===== config.mk =====
export PLATFORM = sky130hd
export DESIGN_NAME = lcef_ctrl
export DESIGN_NICKNAME = d
export VERILOG_FILES = /design/src/lcef_pkg.sv /design/src/lcef_ctrl.sv
export SDC_FILE = /design/constraint.sdc
export NUM_CORES = 1
export LEC_CHECK = 0
export BUFFER_PORTS_ARGS = -buffer_cell sky130_fd_sc_hd__buf_2
export CORE_MARGIN = 2
export CORE_UTILIZATION = 30
export CTS_CLUSTER_DIAMETER = 30
export DETAILED_ROUTE_END_ITERATION = 8
export PLACE_DENSITY = 0.43
export SLEW_MARGIN = 10
export SYNTH_ARGS = -nofsm -noshare
export SYNTH_HDL_FRONTEND = slang
export SYNTH_SLANG_ARGS = --single-unit

===== constraint.sdc =====
create_clock -name clk -period 9.1 [get_ports clk]
set_input_delay 0.455 -clock clk [delete_from_list [all_inputs] [get_ports clk]]
set_output_delay 0.455 -clock clk [all_outputs]
set_load 0.1 [all_outputs]

===== src/lcef_pkg.sv =====
// package: register map, timing constants and carrier types for the led channel control
`default_nettype none
package lcef_pkg;
	// clock and timing
	localparam int CLK_HZ          = 50_000_000; // system clock rate
	localparam int DEBOUNCE_US     = 1000;       // main enable debounce time
	localparam int DEGLITCH_US     = 20;         // backlight enable deglitch time
	localparam int PWM_HZ          = 220;        // nominal internal pwm rate
	localparam int DEBOUNCE_CYC    = (CLK_HZ / 1_000_000) * DEBOUNCE_US;
	localparam int DEGLITCH_CYC    = (CLK_HZ / 1_000_000) * DEGLITCH_US;
	localparam int PWM_PERIOD_CYC  = CLK_HZ / PWM_HZ; // longest period, rounded down
	// fade ramp
	localparam logic [5:0]  STEP_FULL  = 6'h3F;    // 63 steps to full
	localparam logic [11:0] GAMMA_FULL = 12'hF81;  // duty of the last step (63*63)
	// register byte addresses
	localparam logic [7:0] ADR_CTRL    = 8'h00;
	localparam logic [7:0] ADR_CMD     = 8'h04;
	localparam logic [7:0] ADR_FADEUP  = 8'h08;
	localparam logic [7:0] ADR_FADEDN  = 8'h0C;
	localparam logic [7:0] ADR_CURRENT = 8'h10;
	localparam logic [7:0] ADR_STATUS  = 8'h14;
	localparam logic [7:0] ADR_INTSTAT = 8'h18;
	localparam logic [7:0] ADR_INTMASK = 8'h1C;
	// field positions
	localparam int CTRL_PULSE  = 0; // 1 = momentary switch, 0 = level switch
	localparam int CTRL_INTDIM = 1; // internal dimming mode
	localparam int ST_ON       = 0; // status [2:0] channel on state
	localparam int ST_BUSY     = 3; // status [5:3] ramp in progress
	localparam int ST_FAULT    = 6; // status [8:6] short, open, thermal
	localparam int ST_DB       = 9; // status [11:9] filtered enable levels
	localparam int INT_FAULT   = 0; // int [0] fault raised, [3:1] ramp done
	// reset values
	localparam logic [1:0]  CTRL_RST    = 2'h1;
	localparam logic [23:0] FADEUP_RST  = 24'h00C350;
	localparam logic [23:0] FADEDN_RST  = 24'h00C350;
	localparam logic [23:0] CURRENT_RST = 24'hFFFFFF;
	localparam logic [3:0]  INTMASK_RST = 4'h0;
	// carrier types
	typedef struct packed {
		logic intDim;
		logic pulseMode;
	} lcef_ctrl_t;
	typedef struct packed {
		logic thermal;
		logic open;
		logic short_;
	} lcef_fault_t;
endpackage
`default_nettype wire


===== src/lcef_ctrl.sv =====
// module: led channel enable, fade ramp, pwm dimming and fault control with wishbone registers
//
// The register addresses and the Wishbone slave port were chosen for this implementation.
`timescale 1ns/1ns
`default_nettype none
// How it works
// - momentary mode debounces and latches main enables
// - pulse mode: each low pulse toggles channel
// - level mode: high turns on, low off
// - pull-up in pulse mode, pull-down in level
// - backlight enable deglitched, level sets backlight
// - host command starts internal dimming, no pwm pin
// - enable pins override serial commands
// - on trigger ramps up in 63 gamma steps
// - trigger while on ramps down to zero
// - new trigger interrupts a running ramp
// - fault pin low on short, open, thermal
// - host sets mode, currents, fades; reads state
// - internal pwm runs near 220Hz, gamma duty
// - host serial link I2C-compatible up to 1MHz; this block has a wishbone slave port instead
// - fade up and down times set independently
// - fade-up timing grounded gives instant on
// - fade-down timing grounded gives instant off
module lcef_ctrl
	import lcef_pkg::*;
#(
	parameter int DEB_CYC = DEBOUNCE_CYC,  // main enable filter length
	parameter int GLT_CYC = DEGLITCH_CYC,  // backlight enable filter length
	parameter int PWM_CYC = PWM_PERIOD_CYC // pwm period in clocks
)(
	input  wire logic        clk,
	input  wire logic        rst_n,
	input  wire logic        wb_cyc_i,
	input  wire logic        wb_stb_i,
	input  wire logic        wb_we_i,
	input  wire logic [7:0]  wb_adr_i,
	input  wire logic [3:0]  wb_sel_i,
	input  wire logic [31:0] wb_dat_i,
	output logic      [31:0] wb_dat_o,
	output logic             wb_ack_o,
	input  wire logic        mainEnableA,
	input  wire logic        mainEnableB,
	input  wire logic        backlightEnable,
	input  wire logic        ledShort,
	input  wire logic        ledOpen,
	input  wire logic        thermalTrip,
	input  wire logic        fadeUpTimingGnd,
	input  wire logic        fadeDownTimingGnd,
	output logic             mainOutputA,
	output logic             mainOutputB,
	output logic             backlightOutput,
	output logic             enPullUp,
	output logic             enPullDown,
	output logic             faultFlagNOut,
	output logic             faultFlagNOe,
	output logic             irq
);
	// pwm tick divides the period into gamma slots
	// integer division makes the real period slightly shorter than asked
	// a period below the slot count clamps the tick to one clock per slot
	localparam int TICK_DIV = (PWM_CYC / int'(GAMMA_FULL)) < 1 ? 1
		: PWM_CYC / int'(GAMMA_FULL);

	// gamma table: square law over the 63 steps
	// square law keeps the low steps fine, where the eye is most sensitive
	// the last step lands exactly on the slot count, so full means always on
	function automatic logic [11:0] gamma(input logic [5:0] s);
		logic [11:0] w;
		w = {6'h00, s};
		return 12'(w * w);
	endfunction

	// byte-lane merge for wishbone writes
	// lanes with sel low keep the old register byte
	function automatic logic [31:0] merge(input logic [31:0] old,
		input logic [31:0] dat, input logic [3:0] sel);
		logic [31:0] r;
		r = old;
		for (int b = 0; b < 4; b++) begin
			if (sel[b]) r[b*8 +: 8] = dat[b*8 +: 8];
		end
		return r;
	endfunction

	logic [7:0]  syncA_q;     // first synchroniser stage
	logic [7:0]  syncB_q;     // second synchroniser stage
	logic [2:0]  db_q;        // filtered enable levels
	logic [2:0]  dbPrev_q;    // previous filtered levels
	logic [2:0]  fall;        // filtered falling edges
	lcef_ctrl_t  ctrl_q;      // mode bits
	logic [23:0] fadeUp_q;    // clocks per up step, less one
	logic [23:0] fadeDn_q;    // clocks per down step, less one
	logic [23:0] current_q;   // per-channel current codes
	logic [1:0]  cmdTog_q;    // one-cycle command triggers
	logic [2:0]  chOn_q;      // channel target state
	logic [5:0]  level_q [3]; // ramp step per channel
	logic [2:0]  busy_q;      // ramp running
	logic [2:0]  busyNow;     // ramp running this cycle
	logic [15:0] tick_q;      // pwm slot prescaler
	logic [11:0] pwm_q;       // pwm slot counter
	lcef_fault_t fault;       // synchronised fault inputs
	logic        faultPrev_q; // for the fault-raised event
	logic [3:0]  intStat_q;   // sticky events
	logic [3:0]  intMask_q;   // event enables
	logic [3:0]  events;      // event pulses
	logic        access;      // new wishbone cycle
	logic        wr;          // write strobe
	logic [31:0] rdData;      // read mux
	logic [31:0] wmData;      // merged write data base
	logic [2:0]  pwmOut_q;    // registered pwm compare

	// every pin passes two flops before any logic looks at it
	// timing straps and fault lines share the chain: they are slow levels
	// and one common latency keeps their relative order intact
	always_ff @(posedge clk or negedge rst_n) begin
		if (!rst_n) begin
			syncA_q <= 8'h00;
			syncB_q <= 8'h00;
		end else begin
			syncA_q <= {fadeDownTimingGnd, fadeUpTimingGnd, thermalTrip, ledOpen,
				ledShort, backlightEnable, mainEnableB, mainEnableA};
			syncB_q <= syncA_q;
		end
	end

	assign fault = lcef_fault_t'(syncB_q[5:3]);

	// enable filters: a level must hold for the full window to be taken
	// the counter restarts on any agreement, so bounce inside the window
	// never accumulates toward a change
	generate
		for (genvar i = 0; i < 3; i++) begin : g_filt
			localparam int LIM = (i == 2) ? GLT_CYC : DEB_CYC;
			logic [19:0] cnt_q; // stable-time counter
			always_ff @(posedge clk or negedge rst_n) begin
				if (!rst_n) begin
					cnt_q <= 20'h00000;
					db_q[i] <= 1'b0;
				end else if (syncB_q[i] == db_q[i]) begin
					cnt_q <= 20'h00000; // input agrees, restart window
				end else if (cnt_q >= 20'(LIM - 1)) begin
					cnt_q <= 20'h00000;
					db_q[i] <= syncB_q[i];
				end else begin
					cnt_q <= cnt_q + 20'h00001;
				end
			end
		end
	endgenerate

	// edge history of the filtered levels
	// one clock of delay, so an edge is seen for exactly one cycle
	always_ff @(posedge clk or negedge rst_n) begin
		if (!rst_n) dbPrev_q <= 3'h0;
		else dbPrev_q <= db_q;
	end

	// falling edges only count once the prior level was seen high
	assign fall = dbPrev_q & ~db_q;

	// channel targets: pins first, host commands only without a pin action
	// a command in the same cycle as a pin edge is simply lost
	// level mode ignores commands altogether, the pin level is the truth
	always_ff @(posedge clk or negedge rst_n) begin
		if (!rst_n) begin
			chOn_q <= 3'h0;
		end else begin
			for (int i = 0; i < 2; i++) begin
				if (!ctrl_q.pulseMode) begin
					chOn_q[i] <= db_q[i];
				end else if (fall[i]) begin
					chOn_q[i] <= ~chOn_q[i];
				end else if (ctrl_q.intDim && cmdTog_q[i]) begin
					chOn_q[i] <= ~chOn_q[i];
				end
			end
			chOn_q[2] <= db_q[2];
		end
	end

	// fade ramp per channel; target follows chOn, so a new trigger reverses mid-ramp
	// the step counter is not cleared on reversal, so the first step
	// in the new direction may come early; it never comes late
	generate
		for (genvar i = 0; i < 3; i++) begin : g_ramp
			logic [23:0] stepCnt_q; // clocks since last step
			logic [23:0] interval;  // chosen step period
			logic        instant;   // timing input grounded
			logic [5:0]  target;    // final step
			assign interval = chOn_q[i] ? fadeUp_q : fadeDn_q;
			assign instant  = chOn_q[i] ? syncB_q[6] : syncB_q[7];
			assign target   = chOn_q[i] ? STEP_FULL : 6'h00;
			assign busyNow[i] = level_q[i] != target;
			always_ff @(posedge clk or negedge rst_n) begin
				if (!rst_n) begin
					stepCnt_q <= 24'h000000;
					level_q[i] <= 6'h00;
				end else if (instant) begin
					stepCnt_q <= 24'h000000;
					level_q[i] <= target;
				end else if (!busyNow[i]) begin
					stepCnt_q <= 24'h000000;
				end else if (stepCnt_q >= interval) begin
					stepCnt_q <= 24'h000000;
					// direction is re-read every step: no waiting for ramp end
					if (chOn_q[i]) level_q[i] <= level_q[i] + 6'h01;
					else level_q[i] <= level_q[i] - 6'h01;
				end else begin
					stepCnt_q <= stepCnt_q + 24'h000001;
				end
			end
		end
	endgenerate

	// busy history for ramp-done events
	always_ff @(posedge clk or negedge rst_n) begin
		if (!rst_n) busy_q <= 3'h0;
		else busy_q <= busyNow;
	end

	// pwm time base: period split into GAMMA_FULL slots
	// one shared counter keeps the three channels in phase
	always_ff @(posedge clk or negedge rst_n) begin
		if (!rst_n) begin
			tick_q <= 16'h0000;
			pwm_q <= 12'h000;
		end else if (tick_q >= 16'(TICK_DIV - 1)) begin
			tick_q <= 16'h0000;
			pwm_q <= (pwm_q >= GAMMA_FULL - 12'h001) ? 12'h000 : pwm_q + 12'h001;
		end else begin
			tick_q <= tick_q + 16'h0001;
		end
	end

	// gamma duty compare; step 63 stays high the whole period
	always_ff @(posedge clk or negedge rst_n) begin
		if (!rst_n) begin
			pwmOut_q <= 3'h0;
		end else begin
			for (int i = 0; i < 3; i++) begin
				pwmOut_q[i] <= gamma(level_q[i]) > pwm_q;
			end
		end
	end

	assign mainOutputA     = pwmOut_q[0];
	assign mainOutputB     = pwmOut_q[1];
	assign backlightOutput = pwmOut_q[2];

	// pad strength select and open-drain fault drive
	// the output level is tied low and only the enable moves, so the pad
	// never pushes the line high against the board pull-up
	always_ff @(posedge clk or negedge rst_n) begin
		if (!rst_n) begin
			enPullUp <= 1'b1;
			enPullDown <= 1'b0;
			faultFlagNOut <= 1'b0;
			faultFlagNOe <= 1'b0;
		end else begin
			enPullUp <= ctrl_q.pulseMode;
			enPullDown <= ~ctrl_q.pulseMode;
			faultFlagNOut <= 1'b0; // open drain only ever pulls low
			faultFlagNOe <= |fault;
		end
	end

	// event sources: fault raised, ramp finished per channel
	// a fault that stays up raises one event only, on its first clock
	assign events = {busy_q & ~busyNow, (|fault) & ~faultPrev_q};

	always_ff @(posedge clk or negedge rst_n) begin
		if (!rst_n) faultPrev_q <= 1'b0;
		else faultPrev_q <= |fault;
	end

	// wishbone strobes: one access per cycle, ack follows one clock later
	// an outside serial bridge turns host link transfers into these cycles
	// the ack term blocks a second take of a held strobe
	assign access = wb_cyc_i & wb_stb_i & ~wb_ack_o;
	assign wr     = access & wb_we_i;

	// read mux; unmapped offsets read zero and are still acked
	// status is live, not latched: a fault that clears reads back clear
	always_comb begin
		rdData = 32'h00000000;
		case (wb_adr_i)
			ADR_CTRL:    rdData[1:0] = ctrl_q;
			ADR_FADEUP:  rdData[23:0] = fadeUp_q;
			ADR_FADEDN:  rdData[23:0] = fadeDn_q;
			ADR_CURRENT: rdData[23:0] = current_q;
			ADR_STATUS: begin
				rdData[ST_ON +: 3] = chOn_q;
				rdData[ST_BUSY +: 3] = busyNow;
				rdData[ST_FAULT +: 3] = fault;
				rdData[ST_DB +: 3] = db_q;
			end
			ADR_INTSTAT: rdData[3:0] = intStat_q;
			ADR_INTMASK: rdData[3:0] = intMask_q;
			default:     rdData = 32'h00000000;
		endcase
	end

	// merged base for partial writes
	always_comb begin
		wmData = 32'h00000000;
		case (wb_adr_i)
			ADR_CTRL:    wmData = merge({30'h0, ctrl_q}, wb_dat_i, wb_sel_i);
			ADR_FADEUP:  wmData = merge({8'h00, fadeUp_q}, wb_dat_i, wb_sel_i);
			ADR_FADEDN:  wmData = merge({8'h00, fadeDn_q}, wb_dat_i, wb_sel_i);
			ADR_CURRENT: wmData = merge({8'h00, current_q}, wb_dat_i, wb_sel_i);
			ADR_INTMASK: wmData = merge({28'h0, intMask_q}, wb_dat_i, wb_sel_i);
			default:     wmData = merge(32'h00000000, wb_dat_i, wb_sel_i);
		endcase
	end

	// bus answer registers
	// data is zeroed outside ack so nothing stale sits on the bus
	always_ff @(posedge clk or negedge rst_n) begin
		if (!rst_n) begin
			wb_ack_o <= 1'b0;
			wb_dat_o <= 32'h00000000;
		end else begin
			wb_ack_o <= access;
			wb_dat_o <= access ? rdData : 32'h00000000;
		end
	end

	// host-writable configuration
	// current codes are stored only; no port drives them out, the bus reads them back
	// mode changes take effect at once, also in the middle of a ramp
	always_ff @(posedge clk or negedge rst_n) begin
		if (!rst_n) begin
			ctrl_q <= lcef_ctrl_t'(CTRL_RST);
			fadeUp_q <= FADEUP_RST;
			fadeDn_q <= FADEDN_RST;
			current_q <= CURRENT_RST;
			intMask_q <= INTMASK_RST;
		end else if (wr) begin
			case (wb_adr_i)
				ADR_CTRL:    ctrl_q <= lcef_ctrl_t'(wmData[1:0]);
				ADR_FADEUP:  fadeUp_q <= wmData[23:0];
				ADR_FADEDN:  fadeDn_q <= wmData[23:0];
				ADR_CURRENT: current_q <= wmData[23:0];
				ADR_INTMASK: intMask_q <= wmData[3:0];
				default:     ctrl_q <= ctrl_q;
			endcase
		end
	end

	// host command triggers, self-clearing after one clock
	// only lane 0 carries the command bits
	always_ff @(posedge clk or negedge rst_n) begin
		if (!rst_n) cmdTog_q <= 2'h0;
		else if (wr && wb_adr_i == ADR_CMD && wb_sel_i[0]) cmdTog_q <= wb_dat_i[1:0];
		else cmdTog_q <= 2'h0;
	end

	// sticky events: a set in the clearing cycle survives the clear
	// clearing is per bit, so one write can acknowledge any subset
	always_ff @(posedge clk or negedge rst_n) begin
		if (!rst_n) begin
			intStat_q <= 4'h0;
		end else if (wr && wb_adr_i == ADR_INTSTAT && wb_sel_i[0]) begin
			intStat_q <= (intStat_q & ~wb_dat_i[3:0]) | events;
		end else begin
			intStat_q <= intStat_q | events;
		end
	end

	// level interrupt from unmasked sticky bits
	// irq lags the status bit by one clock
	always_ff @(posedge clk or negedge rst_n) begin
		if (!rst_n) irq <= 1'b0;
		else irq <= |(intStat_q & intMask_q);
	end
endmodule
`default_nettype wire


==> qor.yml, run 1 <==
min-delay-path-class: "in -> reg"
fp.dieW_um: 258.1
status: "completed"
ys_types: 69
critical_path.endpoint_type: "flip-flop"
pin_count: 98
clkSlewWorstSetupHoldPaths_ps: 40
grt_pass1_vias: 15290
postCtsHoldBufs: 9
fillCellCount: 6406
fmax_mhz: 201.3
hpwl_um: 34780
hold_viol: 0
yosysMostFrequentCell: "dfrtp_1"
synth_area_leader_cell: "dfrtp_1"
grt_pass1_wl_um: 81130
clockBufferDepth: 3
synthCells: 2042
clkSinkCount: 321
first_pass_iters: 5
cts_tree: "done"
place_ws_ps: 4123
start_util_pct: 30.22
cts_max_level: 3
maxSlewViolCount: 0
fin_setup_tns_ps: 0
setup_violations: 0
fin_ws_ps: 4132
syn2layout_area_growth_pct: 24.54
cp_data_arrival_time_ps: 5440
critical_path.max_stage_delay_ps: 550
io_buffers: 79
power.total_mw: 8.681
seq_area_frac_synth_pct: 41.70
relSlewSlack_pct: 27.76
ir_drop_mv: 0.2762
wl_um: 49180
routed_via_density: 4.715
async_flop_share_pct: 100.0
startpoint_type: "flip-flop"
dieHeight_um: 258.1
cap_viol_max_count: 0
multiInputGateArea_um2: 10720
cts_root_buffer: "clkbuf_16"
vias: 14730
synth_top_area_share_pct: 36.55
post_cts_buffers: 0
fin_hold_ws_ps: 158.1
grt.total_usage_pct: 15.08
first_iter_violations: 721
synth_edf_count: 0
place.gp.congestion: 0.8185
rows: 93
yosys_register_bits: 321
worstPathRequired_ps: 9580
wl_per_cell_um: 15.74
grt_max_degree: 152
cts_resized: 0
crit_path_max_fanout: 12
power-per-cell-area_nw_per_um2: 359.7
die-area_um2: 66640
crit_type: "reg -> reg"
slowest_stage: "dfrtp_1"
syn-cell-area_um2: 19380
leakage_nw: 11.00
overflow: 0
drive_gt1_share_pct: 13.88
regArea_um2: 8084
ys_top_cells_by_area: "dfrtp_1 37%, ha_1 11%, dfstp_2 5.2%, mux2i_1 4.9%, nor2_1 4.7%"
drc: 0
rsz0062_at_grt: "no"
finish.net_count: 2441
synth_ff_type: "dfrtp_1"
grt_antenna_before_repair: 0
final_antenna_net_count: 0
clock_latency_ps: 630
core_region_area_um2: 64120
worstPathCellList: "inv_1, nor2_1, fa_1, inv_1, fa_1, inv_1, fa_1, ha_1, a21o_1, a21oi_1, o21bai_1, a21oi_1, o21ai_0, xnor2_1, ha_1, nand4_1, nor2_1, o21ai_0, o211a_1, a21oi_1"
tightest_slew_ps: 1080
post-route-period-util_pct: 54.59
cts_made_buffers: 95
synthTopCellsByCount: "283 x dfrtp_1, 242 x nor2_1, 231 x nand2_1, 166 x ha_1, 126 x o21ai_0"
postSynthAreaPerCell_um2: 9.489
fin_skew_ps: 68.12
post-route-min-period_ps: 4968
yosysWarnings: 0
registers in the layout (all words and copies together) (netlist names), 8 cells and up:
| signal | cells |
|---|---|
| current_q | 24 |
| fadeUp_q | 24 |
| syncB_q | 8 |
| g_filt.cnt_q | 60 |
| syncA_q | 8 |
| pwm_q | 12 |
| level_q | 18 |
| wb_dat_o | 24 |
| tick_q | 16 |
| fadeDn_q | 24 |
| g_ramp.stepCnt_q | 72 |
final cells by class:
cell class,count,share of cell area [%]
multi-input cells,1584,44.41
flip-flops and latches,321,33.50
clock buffers,137,11.54
well taps,855,4.433
repair buffers,97,2.385
clock inverters,38,2.297
inverters,92,1.431
diodes,1,0.01037
layer usage:
| metal | wire [um] | track usage, % | vias to the layer above |
|---|---|---|---|
| met1 | 23940 | 20.39 | 7005 |
| met4 | 1386 | 5.363 | 0 |
| met3 | 1823 | 3.121 | 104 |
| li1 | - | - | 7360 |
| met2 | 22030 | 23.89 | 265 |
| met5 | 0 | 0 | - |
power by group:
| part | total (mW) | internal (mW) | switching [mW] |
|---|---|---|---|
| combinational | 3.66 | 1.72 | 1.94 |
| sequential | 1.66 | 1.52 | 0.144 |
| clock | 3.35 | 2.34 | 1.01 |
| total | 8.68 | 5.59 | 3.10 |
kinds of logic (layout without fill, tap and decap cells):
| kind of cell | Yosys count | after routing | share of synthesized area (%) |
|---|---|---|---|
| simple gates | 743 | 743 | 17.60 |
| compound gates | 352 | 352 | 10.85 |
| flops | 321 | 321 | 41.70 |
| fa+ha+maj | 193 | 193 | 13.51 |
| buf+inv | 173 | 364 | 3.706 |
| xor+xnor | 141 | 141 | 6.373 |
| mux | 118 | 118 | 6.244 |
| other cells | 1 | 38 | 0.01935 |
layout by cell type, fill, tap and decap left out, types with 8 or more instances in the layout:
cell / netlist / layout
bufinv_16: 0 / 8
and2_1: 36 / 36
fa_1: 27 / 27
dfrtp_1: 283 / 280
nand3_1: 68 / 68
and4_1: 10 / 10
buf_4: 9 / 8
clkbuf_16: 0 / 95
buf_2: 15 / 78
a21o_1: 27 / 27
mux2i_1: 95 / 95
mux2_2: 21 / 21
clkbuf_8: 0 / 25
a31oi_1: 11 / 11
nor2_1: 242 / 242
ha_1: 166 / 166
nor3_1: 17 / 17
dfstp_2: 38 / 38
o21a_1: 28 / 28
clkinv_2: 0 / 16
a22oi_1: 10 / 10
conb_1: 1 / 37
nand2_1: 231 / 230
and3_1: 49 / 49
nor2b_1: 8 / 8
nand2b_1: 11 / 11
nand4_1: 33 / 33
inv_1: 88 / 88
clkbuf_1: 45 / 17
xnor2_1: 63 / 63
nor4_1: 16 / 16
a21oi_1: 101 / 101
o21ai_0: 126 / 126
xor2_1: 78 / 78
dlygate4sd3_1: 0 / 9
critical path: cells and delay by family (launching register included):
kind,cells,cell delay (ps)
fa+ha+maj,5,2180
compound gates,8,1210
flops,1,550
simple gates,3,390
buf+inv,3,340
xor+xnor,1,140
path summary, 6_finish.rpt:
| path | startpoint | endpoint | slack (ps) | depth (start not counted) |
|---|---|---|---|---|
| worst min-delay path | wb_dat_i[1] | intStat_q[1] | 160 | 4 |
| worst max-delay path | level_q[12] | pwmOut_q[0] | 4130 | 20 |
| max in group asynchronous | rst_n | chOn_q[0] | 7200 | 3 |
| worst max register to register | level_q[12] | pwmOut_q[0] | 4130 | 20 |
| worst min register to register | syncA_q[3] | syncB_q[3] | 340 | 0 |
| min in group asynchronous | rst_n | level_q[1] | 450 | 2 |
through the flow:
| stage | instance area (um2) | util, % | instances |
|---|---|---|---|
| after floorplan | 19510 | - | 2078 |
| after global placement | 20700 | 32.29 | 2940 |
| after detailed placement | 20700 | 32.29 | 2940 |
| after CTS | 24130 | 37.64 | 3124 |
| after global routing | 24130 | 37.64 | 3124 |
| final | 24130 | 37.64 | 3125 |
Note: power is estimated with default switching activity, not from simulation.
==> inputs of run 2 (changes only) <==
==> constraint.sdc (replaced) <==
create_clock -name clk -period 4.6 [get_ports clk]
set_input_delay 0.23 -clock clk [delete_from_list [all_inputs] [get_ports clk]]
set_output_delay 0.23 -clock clk [all_outputs]
set_load 0.1 [all_outputs]
==> qor.yml, run 2 (synthesis results as in run 1) <==
finish.net_count: 2500  # +2.4%
post-route-min-period_ps: 4450  # -517.7 ps
worstPathCellList: "and2_4, fa_1, inv_2, fa_1, inv_2, fa_1, ha_4, and3b_1, o21a_1, o21a_1, o21ai_1, nand2b_1, a21oi_2, xnor2_1, ha_1, a21o_1, a21oi_1, o211a_1, a21oi_2"
hpwl_um: 35810  # +3.0%
overflow: 0  # unchanged
first_pass_iters: 5  # unchanged
grt_pass1_vias: 15610  # +2.1%
crit_buf_inv: 2  # -1
fin_skew_ps: 53.31  # -14.81 ps
setup_violations: 0  # unchanged
grt_util_met1_pct: 20.27  # -0.12 points
final_common_cell: "dfrtp_1"
relSlewSlack_pct: 36.01  # +8.2 points
fillCellCount: 6390  # -0.25%
routed_via_density: 4.724  # +0.19%
post-route-period-util_pct: 96.75  # +42 points
dieHeight_um: 258.1  # unchanged
top_regs: "g_ramp.stepCnt_q: 72 flops, g_filt.cnt_q: 60 flops"
dp_cells: 2973  # +1.1%
crit_type: "reg -> reg"
power-per-cell-area_nw_per_um2: 725.1  # +100%
fin_setup_tns_ps: 0  # unchanged
status: "completed"
wl_per_cell_um: 15.61  # -0.79%
final_antenna_net_count: 0  # unchanged
core_region_area_um2: 64120  # unchanged
clockBufferDepth: 3  # unchanged
maxSlewViolCount: 0  # unchanged
regMostFlops: "g_ramp.stepCnt_q"
finalNonFillerCells: 3185  # +1.9%
met2_usage_pct: 24.63  # +0.74 points
io_buffers: 79  # unchanged
crit_path_max_fanout: 3  # -9
clkSlewWorstSetupHoldPaths_ps: 50  # about the same
cts_made_buffers: 92  # -3.2%
clock_latency_ps: 660  # +30 ps
cts_max_level: 3  # unchanged
grt_most_used_layer: "met2"
place.gp.congestion: 0.8127  # -0.71%
hold_viol: 0  # unchanged
cap_viol_max_count: 0  # unchanged
cts_tree: "done"
vias: 15050  # +2.1%
syn2layout_area_growth_pct: 27.22
drive_gt1_share_pct: 15.84  # +2.0 points
clkSinkCount: 321  # unchanged
critical_path.endpoint_type: "flip-flop"
fmax_mhz: 224.7  # +12%
first_iter_violations: 617  # -14%
tightest_slew_ps: 953.5  # -126.9 ps
cts_root_buffer: "clkbuf_16"
critical_path.max_stage_delay_ps: 560  # about the same
leakage_nw: 11.22  # +2.0%
fp.dieW_um: 258.1  # unchanged
layout_common_cells: "280 x dfrtp_1, 240 x nor2_1, 230 x nand2_1"
use_met3_pct: 3.219  # +0.098 points
worstPathRequired_ps: 5070  # -4510 ps
pin_count: 98  # unchanged
wl_um: 49730  # +1.1%
largest_reg_flops: 72  # unchanged
grt.total_usage_pct: 15.28  # +0.20 points
rows: 93  # unchanged
startpoint_type: "flip-flop"
grt_pass1_wl_um: 81980  # +1.0%
multiInputGateArea_um2: 10810  # +0.86%
regArea_um2: 8084  # unchanged
cpLargestDelayFamily: "adder cells"
drc: 0  # unchanged
cp_data_arrival_time_ps: 4920  # -520 ps
die-area_um2: 66640  # unchanged
start_util_pct: 30.22  # unchanged
slowest_stage: "fa_1"
worst_path_most_repeated_cell: "fa_1"
grt_max_degree: 117  # -23%
rsz0062_at_grt: "yes"
grt_antenna_before_repair: 0  # unchanged
ir_drop_mv: 0.5164  # +87%
power.total_mw: 17.87  # +110%
min-delay-path-class: "in -> reg"
run 2: cell count changes in the layout (fill, tap and decap cells not counted), sizes merged:
cell         delta
bufinv          +1
clkinv          +9
dlygate4sd3    +27
inv             +3
clkbuf         -15
buf            +35
run 2: what timing repair did:
item                                   CTS  global route
setup buffers                            0             2
hold buffers                            36             0
endpoints found under the hold margin  130             0
gates resized for setup                  2            27
pin swaps                                3            18
cloned                                   0             0
setup endpoints to repair                2             3
run 2: through the flow:
step,setup slack (ps),util (%),hold slack [ps],cell area (um2)
2_1_floorplan,139.8,-,-65.59,19510
3_3_place_gp,-1.406,32.69,262.9,20960
3_5_place_dp,-22.12,32.69,269.4,20960
4_1_cts,0.2687,38.30,28.74,24560
5_1_grt,-123.3,38.44,75.74,24650
6_report,149.7,38.45,66.71,24650
run 2: metal layers:
| layer | share of wire (%) | vias to the layer above | routed length [um] |
|---|---|---|---|
| met4 | 2.7 | 0 | 1347 |
| li1 | - | 7458 | - |
| met5 | 0 | - | 0 |
| met3 | 3.9 | 86 | 1924 |
| met1 | 48 | 7218 | 23690 |
| met2 | 46 | 283 | 22770 |
run 2: final cells by class:
class | instances | area share [%]
Antenna cell | 1 | 0.01015
Clock buffer | 122 | 10.24
Clock inverter | 51 | 2.817
Inverter | 92 | 1.401
Multi-Input combinational cell | 1584 | 43.85
Sequential cell | 321 | 32.79
Tap cell | 855 | 4.340
Timing Repair Buffer | 159 | 4.548
run 2: worst paths after layout:
kind                        startpoint            to  slack [ps]  depth (start not counted)
max                         level_q[8]   pwmOut_q[1]         150                         19
min                        wb_sel_i[0]  intStat_q[0]          70                          3
max reg2reg                 level_q[8]   pwmOut_q[1]         150                         19
min reg2reg                 syncA_q[6]    syncB_q[6]         340                          0
max in group asynchronous        rst_n     chOn_q[1]        3330                          3
min in group asynchronous        rst_n    level_q[8]         200                          2
run 2: worst register-to-register path, delay by kind of cell (launching register included):
kind	cells	cell delay, ps
fa+ha+maj	5	2130
compound gates	8	1130
simple gates	3	430
flops	1	370
xor+xnor	1	140
buf+inv	2	90
run 2: power by group:
group	switching, mW	internal, mW	total [mW]
Sequential	0.115	3.01	3.13
Combinational	4.32	4.04	8.36
Clock	2.00	4.39	6.39
==> inputs of run 3 (changes only) <==
--- a/config.mk
+++ b/config.mk
@@ -10,6 +10,7 @@
 export CORE_UTILIZATION = 30
 export CTS_CLUSTER_DIAMETER = 30
 export DETAILED_ROUTE_END_ITERATION = 8
+export MAX_ROUTING_LAYER = met4
 export PLACE_DENSITY = 0.43
 export SLEW_MARGIN = 10
 export SYNTH_ARGS = -nofsm -noshare
==> qor.yml, run 3 (synthesis results as in run 1) <==
relSlewSlack_pct: 37.72  # +1.7 points
crit_buf_inv: 2  # unchanged
fin_ws_ps: 152.1  # +2.430 ps
die-area_um2: 66640  # unchanged
grt_antenna_before_repair: 0  # unchanged
hold_viol: 0  # unchanged
fmax_mhz: 224.8  # about the same
overflow: 0  # unchanged
top_regs: "g_ramp.stepCnt_q: 72 flops, g_filt.cnt_q: 60 flops"
dieHeight_um: 258.1  # unchanged
rows: 93  # unchanged
cts_max_level: 3  # unchanged
clock_latency_ps: 660  # about the same
first_pass_iters: 5  # unchanged
power-per-cell-area_nw_per_um2: 725.0  # about the same
cpLargestDelayFamily: "adder cells"
cap_viol_max_count: 0  # unchanged
place_area_um2: 20960  # unchanged
status: "completed"
maxSlewViolCount: 0  # unchanged
dp_cells: 2973  # unchanged
final_common_cell: "dfrtp_1"
final_antenna_net_count: 0  # unchanged
routed_via_density: 4.700  # -0.50%
layout_common_cells: "280 x dfrtp_1, 240 x nor2_1, 230 x nand2_1"
first_iter_violations: 603  # -2.3%
crit_type: "reg -> reg"
finish.net_count: 2500  # unchanged
fin_hold_ws_ps: 65.77  # -0.9402 ps
crit_path_max_fanout: 3  # unchanged
fillCellCount: 6390  # unchanged
vias: 14970  # -0.53%
rsz0062_at_grt: "yes"
post-route-period-util_pct: 96.69  # about the same
cts_made_buffers: 92  # unchanged
place.gp.congestion: 0.8262  # +1.7%
slowest_stage: "fa_1"
worst_path_most_repeated_cell: "fa_1"
finalNonFillerCells: 3184  # -0.031%
clockBufferDepth: 3  # unchanged
worstPathCellList: "and2_4, fa_1, inv_2, fa_1, inv_2, fa_1, ha_4, and3b_1, o21a_1, o21a_1, o21ai_1, nand2b_1, a21oi_2, xnor2_1, ha_1, a21o_1, a21oi_1, o211a_1, a21oi_2"
core_region_area_um2: 64120  # unchanged
syn2layout_area_growth_pct: 27.20  # about the same
ir_drop_mv: 0.5164  # unchanged
largest_reg_flops: 72  # unchanged
regMostFlops: "g_ramp.stepCnt_q"
grt_pass1_vias: 15590  # -0.17%
wl_um: 49720  # about the same
fin_setup_tns_ps: 0  # unchanged
grt_pass1_wl_um: 81990  # about the same
clkSinkCount: 321  # unchanged
fp.dieW_um: 258.1  # unchanged
grt.total_usage_pct: 15.76  # +0.48 points
start_util_pct: 30.22  # unchanged
pin_count: 98  # unchanged
drive_gt1_share_pct: 15.84  # unchanged
tightest_slew_ps: 927.9  # -25.55 ps
worstPathRequired_ps: 5070  # about the same
startpoint_type: "flip-flop"
design_area_um2: 24650  # about the same
leakage_nw: 11.22  # unchanged
io_buffers: 79  # unchanged
drc: 0  # unchanged
place_ws_ps: -22.12  # unchanged
fin_skew_ps: 51.98  # -1.327 ps
diodes: 0  # -1
hpwl_um: 35810  # unchanged
critical_path.endpoint_type: "flip-flop"
setup_violations: 0  # unchanged
cp_data_arrival_time_ps: 4920  # about the same
post-route-min-period_ps: 4448  # -2.430 ps
clkSlewWorstSetupHoldPaths_ps: 50  # about the same
min-delay-path-class: "in -> reg"
cts_tree: "done"
grt_max_degree: 117  # unchanged
wl_per_cell_um: 15.62  # about the same
critical_path.max_stage_delay_ps: 560  # about the same
cts_root_buffer: "clkbuf_16"
-- run 3: cell count changes in the layout (fill, tap and decap cells not counted), sizes merged --
cell,previous run,this run
diode,1,0
-- run 3: worst register-to-register path, stage by stage (launching register included) --
cell and delay (ps):
dfrtp_1 370, and2_4 160, fa_1 540, inv_2 50
fa_1 540, inv_2 40, fa_1 560, ha_4 220
and3b_1 190, o21a_1 200, o21a_1 180, o21ai_1 110
nand2b_1 80, a21oi_2 130, xnor2_1 140, ha_1 270
a21o_1 160, a21oi_1 140, o211a_1 180, a21oi_2 30
-- run 3: timing repair --
action | in CTS | in global routing
hold buffers | 36 | 0
hold endpoints to repair | 130 | 0
resized for setup | 2 | 27
buffers inserted | 0 | 2
endpoints found under the setup margin | 2 | 3
pin swaps | 3 | 18
-- run 3: area by class of cell --
cell class	instances	area, um2	share of cell area [%]
clock buffers	122	2525	10.24
clock inverters	51	694.4	2.817
inverters	92	345.3	1.401
multi-input cells	1584	10810	43.85
flip-flops and latches	321	8084	32.80
well taps	855	1070	4.340
repair buffers	159	1121	4.548
-- run 3: worst paths after layout --
path	to	slack, ps	startpoint	depth (start not counted)
min	intStat_q[0]	70	wb_sel_i[0]	3
max reg2reg	pwmOut_q[1]	150	level_q[8]	19
max in group asynchronous	chOn_q[1]	3320	rst_n	3
max	pwmOut_q[1]	150	level_q[8]	19
min reg2reg	syncB_q[6]	340	syncA_q[6]	0
min in group asynchronous	level_q[11]	200	rst_n	2
-- run 3: per-layer routing --
layer / wire [um] / vias to the layer above / track usage [%]
li1: - / 7451 / -
met1: 23670 / 7163 / 20.32
met2: 22820 / 263 / 24.62
met3: 1911 / 88 / 3.180
met4: 1325 / 0 / 5.459
met5: 0 / - / -
-- run 3: stage by stage --
step,power [mW],util [%]
CTS,17.70,38.30
global route,19.57,38.44
detailed placement,11.01,32.69
global placement,10.84,32.69
finish,17.87,38.44
floorplan,9.107,-
-- run 3: where the power goes --
| group | internal (mW) | leakage, nW | total [mW] | switching, mW |
|---|---|---|---|---|
| Sequential | 3.01 | 4.11 | 3.12 | 0.115 |
| Combinational | 4.04 | 5.56 | 8.35 | 4.32 |
| Clock | 4.39 | 1.55 | 6.39 | 2.00 |
